File: config.mk
export PLATFORM = sky130hd
export DESIGN_NAME = capbd_top
export DESIGN_NICKNAME = d
export VERILOG_FILES = /design/src/core/capbd_pkg.sv /design/src/core/capbd_top.sv
export SDC_FILE = /design/constraint.sdc
export NUM_CORES = 2
export LEC_CHECK = 0
export BUFFER_PORTS_ARGS = -buffer_cell sky130_fd_sc_hd__buf_4
export CELL_PAD_IN_SITES_DETAIL_PLACEMENT = 0
export CELL_PAD_IN_SITES_GLOBAL_PLACEMENT = 2
export CORE_MARGIN = 2
export CORE_UTILIZATION = 41
export DETAILED_ROUTE_END_ITERATION = 10
export PLACE_DENSITY_LB_ADDON = 0.15
export SYNTH_ARGS = -nofsm -noshare
export SYNTH_HDL_FRONTEND = slang
export SYNTH_SLANG_ARGS = --single-unit
File: constraint.sdc
create_clock -name REF_CLK_I -period 28.9 [get_ports REF_CLK_I]
set_input_delay 5.78 -clock REF_CLK_I [delete_from_list [all_inputs] [get_ports REF_CLK_I]]
set_output_delay 5.78 -clock REF_CLK_I [all_outputs]
set_load 0.05 [all_outputs]
File: src/core/capbd_pkg.sv
// Purpose: Shared constants and types of the capacitive button detector.
// Assumes: 20 MHz reference clock, 32-bit classic Wishbone register access.
// Notes: Register offsets are byte addresses of aligned 32-bit words.
package capbd_pkg;

    // Geometry
    localparam int NUM_CH = 12;
    localparam int CH_W = 4;
    localparam int DCV_W = 16;
    localparam int TICK_W = 16;
    localparam int SENS_W = 4;
    localparam int AVE_SHIFT = 3;

    // Timing
    localparam int CLK_PERIOD_NS = 50;
    localparam int MS_NS = 1000000;
    localparam int CYC_PER_MS = MS_NS / CLK_PERIOD_NS;

    // Register offsets
    localparam logic [7:0] REG_CTRL = 8'h00;
    localparam logic [7:0] REG_ENABLE = 8'h04;
    localparam logic [7:0] REG_THRESH = 8'h08;
    localparam logic [7:0] REG_NOISE = 8'h0c;
    localparam logic [7:0] REG_PERIOD = 8'h10;
    localparam logic [7:0] REG_SENS_LO = 8'h14;
    localparam logic [7:0] REG_SENS_HI = 8'h18;
    localparam logic [7:0] REG_STATUS = 8'h1c;

    // Field positions
    localparam int CTRL_RUN_BIT = 0;
    localparam int CTRL_COMP_BIT = 1;
    localparam int CTRL_MODE_LSB = 2;
    localparam int STAT_COMP_BIT = 12;
    localparam int STAT_IRQ_BIT = 13;

    // Operating modes
    localparam logic [1:0] MODE_SLEEP = 2'h0;
    localparam logic [1:0] MODE_ACTIVE = 2'h1;
    localparam logic [1:0] MODE_DOZE = 2'h2;

    // Built-in default parameter set: eight buttons
    localparam logic [11:0] DEF_ENABLE = 12'h0ff;
    localparam logic [11:0] DEF_PROX = 12'h000;
    localparam logic [15:0] DEF_THRESH = 16'h00a0;
    localparam logic [15:0] DEF_HYST = 16'h0010;
    localparam logic [15:0] DEF_NOISE_POS = 16'h0040;
    localparam logic [15:0] DEF_NOISE_NEG = 16'h0040;
    localparam logic [7:0] DEF_PER_ACT = 8'h1e;
    localparam logic [7:0] DEF_PER_DOZE = 8'hc3;
    localparam logic [15:0] DEF_COMP_INT = 16'h0000;
    localparam logic [SENS_W-1:0] DEF_SENS = 4'h8;
    localparam logic [1:0] DEF_MODE = MODE_ACTIVE;

    typedef enum logic [2:0] {
        ST_LOAD, ST_WAIT, ST_CONV, ST_WAITC, ST_PROC, ST_END
    } capbd_state_type;

    // Request to the charge converter
    typedef struct packed {
        logic start;
        logic [CH_W-1:0] chan;
        logic [SENS_W-1:0] reps;
        logic [DCV_W-1:0] comp;
    } capbd_conv_req_type;

    // Answer from the charge converter
    typedef struct packed {
        logic done;
        logic signed [TICK_W-1:0] ticks;
    } capbd_conv_rsp_type;

    // Stored parameter image offered at power-up
    typedef struct packed {
        logic valid;
        logic [11:0] enable;
        logic [11:0] prox;
        logic [15:0] thresh;
        logic [15:0] hyst;
    } capbd_nvm_type;

endpackage

File: src/core/capbd_top.sv
// Purpose: Scan, compensation and button decision for twelve sense inputs.
// Assumes: Converter answers each start with one done pulse; inputs sync.
// Notes: Registers answer over classic Wishbone with one wait state.
`timescale 1ns/1ps

// Operation
// - Each input is ON or OFF; proximity inputs use same logic, more sensitive.
// - OFF to ON when value reaches threshold plus hysteresis.
// - ON to OFF when value falls below threshold minus hysteresis, or at compensation end.
// - Store one input's ticks, then convert the next until all done.
// - Disabled inputs are skipped entirely in the scan.
// - Each conversion repeats charge transfer a configurable number of times.
// - The repeat count is set per input.
// - Keep a 16-bit compensation value per input, applied each conversion.
// - At power-up compensate every enabled input toward zero ticks and keep values.
// - Compensation values are volatile and rebuilt after every reset.
// - Average outside positive or negative noise band starts compensation.
// - Optional periodic compensation at a set scan interval.
// - Host may request compensation only in active or doze mode.
// - Raw ticks first pass a low-pass filter giving an average.
// - Difference value is raw ticks minus filtered average.
// - Difference, average and parameters drive button state and status.
// - Without stored parameters start with built-in eight-button defaults.
// - Twelve sense inputs, index zero to eleven.
// - Enabled inputs are converted in ascending index order.
// - At power-up copy valid stored parameters, else the defaults.
// - Raise host interrupt when a compensation procedure completes.
module capbd_top #(
    parameter int P_CYC_PER_MS = capbd_pkg::CYC_PER_MS
) (
    // Clock and reset
    input wire logic REF_CLK_I,
    input wire logic RESET_I,
    // Wishbone slave
    input wire logic WB_CYC_I,
    input wire logic WB_STB_I,
    input wire logic WB_WE_I,
    input wire logic [7:0] WB_ADR_I,
    input wire logic [3:0] WB_SEL_I,
    input wire logic [31:0] WB_DAT_I,
    output logic [31:0] WB_DAT_O,
    output logic WB_ACK_O,
    // Charge converter
    output capbd_pkg::capbd_conv_req_type CONV_REQ_O,
    input wire capbd_pkg::capbd_conv_rsp_type CONV_RSP_I,
    // Stored parameters
    input wire capbd_pkg::capbd_nvm_type NVM_I,
    // Results
    output logic [11:0] BUTTON_STATE_O,
    output logic HOST_IRQ_LINE_O
);
    import capbd_pkg::*;

    typedef struct packed {
        capbd_state_type state;
        logic [CH_W-1:0] ch;
        logic [3:0] bitn;
        logic comp_run;
        logic comp_pend;
        logic [15:0] ms_cnt;
        logic [7:0] per_cnt;
        logic [15:0] scan_cnt;
        logic signed [TICK_W-1:0] ticks;
        logic run;
        logic [1:0] mode;
        logic [11:0] enable;
        logic [11:0] prox;
        logic [15:0] thresh;
        logic [15:0] hyst;
        logic [15:0] npos;
        logic [15:0] nneg;
        logic [7:0] per_act;
        logic [7:0] per_doze;
        logic [15:0] comp_int;
        logic [NUM_CH-1:0][SENS_W-1:0] sens;
        logic [NUM_CH-1:0][DCV_W-1:0] comp_value;
        logic [NUM_CH-1:0][TICK_W-1:0] ave;
        logic [11:0] btn;
        logic irq;
        logic ack;
        logic [31:0] rdat;
        capbd_conv_req_type req;
    } capbd_regs_type;

    capbd_regs_type r, n;

    // Lowest enabled input at or above a start index
    function automatic logic [4:0] find_ch(input logic [11:0] en,
                                           input logic [4:0] from);
        logic [4:0] res;
        res = 5'h1f;
        for (int i = NUM_CH - 1; i >= 0; i--) begin
            if (en[i] && (5'(i) >= from)) begin
                res = 5'(i);
            end
        end
        return res;
    endfunction

    // Byte-lane merge of a write into a stored word
    function automatic logic [31:0] merge(input logic [31:0] old,
                                          input logic [31:0] wd,
                                          input logic [3:0] sel);
        logic [31:0] res;
        res = old;
        for (int b = 0; b < 4; b++) begin
            if (sel[b]) begin
                res[b*8 +: 8] = wd[b*8 +: 8];
            end
        end
        return res;
    endfunction

    logic bus_req;
    logic ms_tick;
    logic [4:0] first_ch;
    logic [4:0] next_ch;
    logic signed [16:0] diff;
    logic signed [16:0] on_lvl;
    logic signed [16:0] off_lvl;
    logic signed [16:0] ave_new;
    logic [15:0] thr_eff;

    assign bus_req = WB_CYC_I && WB_STB_I && !r.ack;
    assign ms_tick = (r.ms_cnt == 16'(P_CYC_PER_MS - 1));
    assign first_ch = find_ch(r.enable, 5'h00);
    assign next_ch = find_ch(r.enable, 5'(r.ch) + 5'h01);
    // Raw minus average is the fast change
    assign diff = 17'(signed'(r.ticks)) - 17'(signed'(r.ave[r.ch]));
    // Proximity inputs detect at half the touch threshold
    assign thr_eff = r.prox[r.ch] ? (r.thresh >> 1) : r.thresh;
    assign on_lvl = 17'(thr_eff) + 17'(r.hyst);
    assign off_lvl = 17'(thr_eff) - 17'(r.hyst);
    // One-pole low-pass filter on raw ticks
    assign ave_new = 17'(signed'(r.ave[r.ch])) + (diff >>> AVE_SHIFT);

    // Next-state logic for bus, scan and compensation
    always_comb begin
        n = r;
        n.req.start = 1'b0;
        n.ack = 1'b0;
        n.ms_cnt = ms_tick ? 16'h0000 : r.ms_cnt + 16'h0001;

        // Register reads and writes, taken one cycle before ack
        if (bus_req) begin
            n.ack = 1'b1;
            n.rdat = 32'h0000_0000;
            unique case (WB_ADR_I)
                REG_CTRL: begin
                    n.rdat = {28'h0000000, r.mode, r.comp_pend, r.run};
                end
                REG_ENABLE: n.rdat = {8'h00, r.prox, r.enable};
                REG_THRESH: n.rdat = {r.hyst, r.thresh};
                REG_NOISE: n.rdat = {r.nneg, r.npos};
                REG_PERIOD: n.rdat = {r.comp_int, r.per_doze, r.per_act};
                REG_SENS_LO: n.rdat = r.sens[7:0];
                REG_SENS_HI: n.rdat = {16'h0000, r.sens[11:8]};
                REG_STATUS: begin
                    n.rdat = {18'h00000, r.irq, r.comp_run, r.btn};
                    if (!WB_WE_I) begin
                        n.irq = 1'b0;
                    end
                end
                default: n.rdat = 32'h0000_0000;
            endcase
            if (WB_WE_I) begin
                unique case (WB_ADR_I)
                    REG_CTRL: begin
                        if (WB_SEL_I[0]) begin
                            n.run = WB_DAT_I[CTRL_RUN_BIT];
                            n.mode = WB_DAT_I[CTRL_MODE_LSB +: 2];
                            // Host request honoured in active or doze only
                            if (WB_DAT_I[CTRL_COMP_BIT] &&
                                (r.mode == MODE_ACTIVE ||
                                 r.mode == MODE_DOZE)) begin
                                n.comp_pend = 1'b1;
                            end
                        end
                    end
                    REG_ENABLE: begin
                        {n.prox, n.enable} = 24'(merge({8'h00, r.prox,
                            r.enable}, WB_DAT_I, WB_SEL_I));
                    end
                    REG_THRESH: begin
                        {n.hyst, n.thresh} = merge({r.hyst, r.thresh},
                            WB_DAT_I, WB_SEL_I);
                    end
                    REG_NOISE: begin
                        {n.nneg, n.npos} = merge({r.nneg, r.npos},
                            WB_DAT_I, WB_SEL_I);
                    end
                    REG_PERIOD: begin
                        {n.comp_int, n.per_doze, n.per_act} = merge(
                            {r.comp_int, r.per_doze, r.per_act},
                            WB_DAT_I, WB_SEL_I);
                    end
                    REG_SENS_LO: begin
                        n.sens[7:0] = merge(r.sens[7:0], WB_DAT_I,
                            WB_SEL_I);
                    end
                    REG_SENS_HI: begin
                        n.sens[11:8] = 16'(merge({16'h0000, r.sens[11:8]},
                            WB_DAT_I, WB_SEL_I));
                    end
                    default: ;
                endcase
            end
        end

        // Scan sequencer
        unique case (r.state)
            ST_LOAD: begin
                // Stored image if valid, else built-in defaults
                n.enable = NVM_I.valid ? NVM_I.enable : DEF_ENABLE;
                n.prox = NVM_I.valid ? NVM_I.prox : DEF_PROX;
                n.thresh = NVM_I.valid ? NVM_I.thresh : DEF_THRESH;
                n.hyst = NVM_I.valid ? NVM_I.hyst : DEF_HYST;
                n.comp_pend = 1'b1;
                n.per_cnt = 8'h00;
                n.state = ST_WAIT;
            end
            ST_WAIT: begin
                if (ms_tick && r.per_cnt != 8'h00) begin
                    n.per_cnt = r.per_cnt - 8'h01;
                end
                if (r.per_cnt == 8'h00 && r.run && r.mode != MODE_SLEEP &&
                    first_ch != 5'h1f) begin
                    n.ch = first_ch[CH_W-1:0];
                    if (r.comp_pend && !r.comp_run) begin
                        n.comp_run = 1'b1;
                        n.bitn = 4'hf;
                        n.comp_value = '0; // Rebuilt from scratch
                    end
                    n.state = ST_CONV;
                end
            end
            ST_CONV: begin
                if (r.enable[r.ch]) begin
                    // Trial value sets the bit under test
                    n.req.start = 1'b1;
                    n.req.chan = r.ch;
                    n.req.reps = r.sens[r.ch];
                    n.req.comp = r.comp_run ?
                        (r.comp_value[r.ch] | (16'h0001 << r.bitn)) : r.comp_value[r.ch];
                    n.state = ST_WAITC;
                end else if (next_ch == 5'h1f) begin
                    // Input disabled after it was picked
                    n.state = ST_END;
                end else begin
                    n.ch = next_ch[CH_W-1:0];
                end
            end
            ST_WAITC: begin
                if (CONV_RSP_I.done) begin
                    n.ticks = CONV_RSP_I.ticks;
                    n.state = ST_PROC;
                end
            end
            ST_PROC: begin
                if (r.comp_run) begin
                    // Positive ticks: DAC still short, keep the bit
                    if (r.ticks > 16'sh0000) begin
                        n.comp_value[r.ch] = r.req.comp;
                    end
                end else begin
                    n.ave[r.ch] = ave_new[15:0];
                    if (!r.btn[r.ch] && diff >= on_lvl) begin
                        n.btn[r.ch] = 1'b1;
                        n.irq = 1'b1;
                    end else if (r.btn[r.ch] && diff < off_lvl) begin
                        n.btn[r.ch] = 1'b0;
                        n.irq = 1'b1;
                    end
                    // Drift beyond the noise band asks for compensation
                    // Signed compare: a negative average must not wrap
                    if (ave_new > signed'(17'(r.npos)) ||
                        ave_new < -signed'(17'(r.nneg))) begin
                        n.comp_pend = 1'b1;
                    end
                end
                if (next_ch == 5'h1f) begin
                    n.state = ST_END;
                end else begin
                    n.ch = next_ch[CH_W-1:0];
                    n.state = ST_CONV;
                end
            end
            ST_END: begin
                if (r.comp_run && r.bitn != 4'h0) begin
                    // Next bit of the search over all enabled inputs
                    n.bitn = r.bitn - 4'h1;
                    n.ch = first_ch[CH_W-1:0];
                    n.state = ST_CONV;
                end else begin
                    if (r.comp_run) begin
                        n.comp_run = 1'b0;
                        n.comp_pend = 1'b0;
                        n.ave = '0;
                        n.btn = 12'h000;
                        n.irq = 1'b1;
                        n.scan_cnt = 16'h0000;
                    end else begin
                        n.scan_cnt = r.scan_cnt + 16'h0001;
                        if (r.comp_int != 16'h0000 &&
                            r.scan_cnt + 16'h0001 >= r.comp_int) begin
                            n.comp_pend = 1'b1;
                        end
                    end
                    n.per_cnt = (r.mode == MODE_DOZE) ? r.per_doze :
                        r.per_act;
                    n.state = ST_WAIT;
                end
            end
        endcase
    end

    // State register; compensation values clear on every reset
    always_ff @(posedge REF_CLK_I or posedge RESET_I) begin
        if (RESET_I) begin
            r <= '0;
            r.state <= ST_LOAD;
            r.run <= 1'b1;
            r.mode <= DEF_MODE;
            r.npos <= DEF_NOISE_POS;
            r.nneg <= DEF_NOISE_NEG;
            r.per_act <= DEF_PER_ACT;
            r.per_doze <= DEF_PER_DOZE;
            r.comp_int <= DEF_COMP_INT;
            r.sens <= {NUM_CH{DEF_SENS}};
        end else begin
            r <= n;
        end
    end

    // Outputs straight from flip-flops
    assign WB_DAT_O = r.rdat;
    assign WB_ACK_O = r.ack;
    assign CONV_REQ_O = r.req;
    assign BUTTON_STATE_O = r.btn;
    assign HOST_IRQ_LINE_O = r.irq;
endmodule // capbd_top

==> results.ini <==
[synth]
synth_area_um2 = 38500
postSynthCellCount = 3730
synth_ff_type = dfrtp_1
yosysTopAreaCellShare_pct = 43.6
synth-seq-cells = 695
yosys.area_share.simple_pct = 11.1
netlist_top_cells_area = dfrtp_1, a22o_1, mux4_2
ys_types = 102
synthMuxAreaShare_pct = 11.7
synthMostInstantiatedCell = dfrtp_1
yosysTopAreaCell = dfrtp_1
synth_edf_count = 0
synth_compound_area_share_pct = 19.7
synthTopCellsByCount = dfrtp_1, nand2_1, a22o_1
synth-xor-area-share_pct = 2.07
yosysWarnings = 0
synth_async_sr_flop_share_pct = 100
synth_top_family_by_area = compound AO/OA/AOI/OAI gates
synthesis.nets = 4008
synth_fa_ha_area_share_pct = 5.22
avgSynthCellArea_um2 = 10.3
yosysSeqAreaShare_pct = 45.2

[pwr]
ir_worst_vdd_mv = 0.132
p_total_w = 0.00535
powerDensity_nw_per_um2 = 123
p_leak_nw = 19.5

[setup_path]
crit_required_ns = 29.49
critPathLaunchType = primary input
arrival_ns = 9.24
worstSetupEndpointType = asynchronous set/reset pin
path_class = primary input to asynchronous set/reset pin
worst_path_max_delay_cell = buf_12
critPathMaxStageDelay_ns = 0.73
worstPathCellList = buf_4, inv_8, buf_12, buf_4, buf_12
cp_max_fo = 195

[global_route]
grt_usage_pct = 28.8
grt_max_degree = 196
grt.overflow.total = 0
antenna_found_initial = 5
grt_pass1_vias = 31400
grt_pass1_wl_mm = 210

[job]
cap_violations = 0

[sta]
final.setup_skew_ns = 0.0317
slew_headroom_pct = 5.91
fin_crit_ns = 8.64
max_freq_mhz = 116
finalSetupViolCount = 0
worstMarginPinSlew_ns = 1.41
hold_violations = 0
whs_ns = 0.464
drv_slew = 0
postLayoutSetupSlackWorst_ns = 20.26
rsz0062_at_grt = false
fin_setup_tns_ns = 0
fin_crit_sh_pct = 29.9

[clock_network]
ctsHtreeMaxLevel = 3
cts_resized = 0
cts_tree = yes
numCtsBuffers = 81
postCtsHoldBufs = 0
cts.sinks = 695
post-cts-setup-buffers = 0
clk_pin_slew_worst_paths_ns = 0.06
root_buffer = clkbuf_16
worstSkewPairLatency_ns = 0.67
cts_max_path_buffers = 3

[status]
status = completed

[routing]
drc = 0
drt_iter0_markers = 3011
vias = 31100
antenna_left = 0
wl_per_cell_um = 27.7
via_per_inst = 6.12
drt-pass1-iter-count = 8
drt_wl_total_mm = 141

[placement]
pre_cts_ws_ns = 19.61
dp_hpwl_mm = 101
placedInstanceArea_um2 = 40600
place_congestion = 0.912
numPortBuffers = 193

[floorplanning]
core-area_um2 = 93200
ioPinCount = 194
num_rows = 112
die_h_um = 311
dieWidth_um = 311
initial_core_util_pct = 41.3
dieArea_um2 = 96400

[min_path]
min_path_type = flip-flop to flip-flop

[final_layout]
drive_gt1_share_pct = 18.5
fin_nets = 4027
fin_area_um2 = 43400
area_growth_pct = 12.5

state kept, by name (all words and copies together) (netlist names):
name             cells
BUTTON_STATE_O      12
WB_ACK_O             1
WB_DAT_O            32
CONV_REQ_O          25
r                  624
HOST_IRQ_LINE_O      1
cell usage in the layout (no fill, tap or decap), types with 12 or more instances in the layout:
cell         n
nor2_2      13
dfrtp_1    667
o21a_1      21
clkbuf_16   82
or3_1       18
mux2i_1     64
o21ai_2     13
o22a_1      19
nand3_1     58
nor2_1     232
a22oi_1     92
inv_1      120
a211oi_1    16
o21bai_1    14
dfstp_2     24
o21ai_1     22
a22o_1     274
a222oi_1    15
a21oi_1    213
a21o_1      32
nor4_1      12
a31oi_1     39
clkbuf_8    17
ha_1       151
nand2b_1    14
clkbuf_1    27
nand2_1    429
and3_1      37
xnor2_1     59
buf_4      243
nor2b_1     32
o31ai_1     27
a221oi_1    24
o21ai_0    204
mux4_2     102
mux2_2     137
nor3_1      41
xor2_1      30
cell families after synthesis:
family	count (synthesis)
fa+ha+maj	159
xor+xnor	90
compound gates	1090
mux	304
buf+inv	435
flops	695
simple gates	957
worst paths after layout:
check,start,to,slack [ns],depth (start not counted)
worst max-delay path,RESET_I,r[633],20.26,5
worst min-delay path,r[670],r[670],0.46,1
worst max register to register,r[688],r[682],20.39,31
worst min register to register,r[670],r[670],0.46,1
max in group REF_CLK_I,r[688],r[682],20.39,31
min in group asynchronous,RESET_I,CONV_REQ_O[16],5.25,2
per-layer routing:
layer  GRT usage [%]  vias up  routed length, um
met4            8.98        2               4700
met5               0        -                 13
met3            4.98      254               8900
met1            40.1    16000              61900
met2            45.7     1132              65100
li1                -    13600                  -
area by class of cell:
| cell class | count | area [um^2] |
|---|---|---|
| Tap cell | 1254 | 1570 |
| Sequential cell | 695 | 17400 |
| Clock inverter | 23 | 317 |
| Fill cell | 8722 | 49800 |
| Clock buffer | 126 | 2390 |
| Antenna cell | 3 | 7.51 |
| Inverter | 125 | 477 |
| Timing Repair Buffer | 246 | 1880 |
| Multi-Input combinational cell | 2600 | 19300 |
worst max-delay path: cells and delay by family:
kind / cells / cell delay (ns)
buffers and inverters: 5 / 2.77
report_power, final:
part	internal, W	switching [W]
sequential	0.00113	0.000247
clock	0.000609	0.000439
combinational	0.00108	0.00184
total	0.00282	0.00252
through the flow:
stage	utilization, %	cells
2_1_floorplan	-	3730
3_3_place_gp	43.6	4920
3_5_place_dp	43.6	4920
4_1_cts	46.5	5069
5_1_grt	46.5	5070
6_report	46.5	5072
Note: power is estimated with default switching activity, not from simulation.
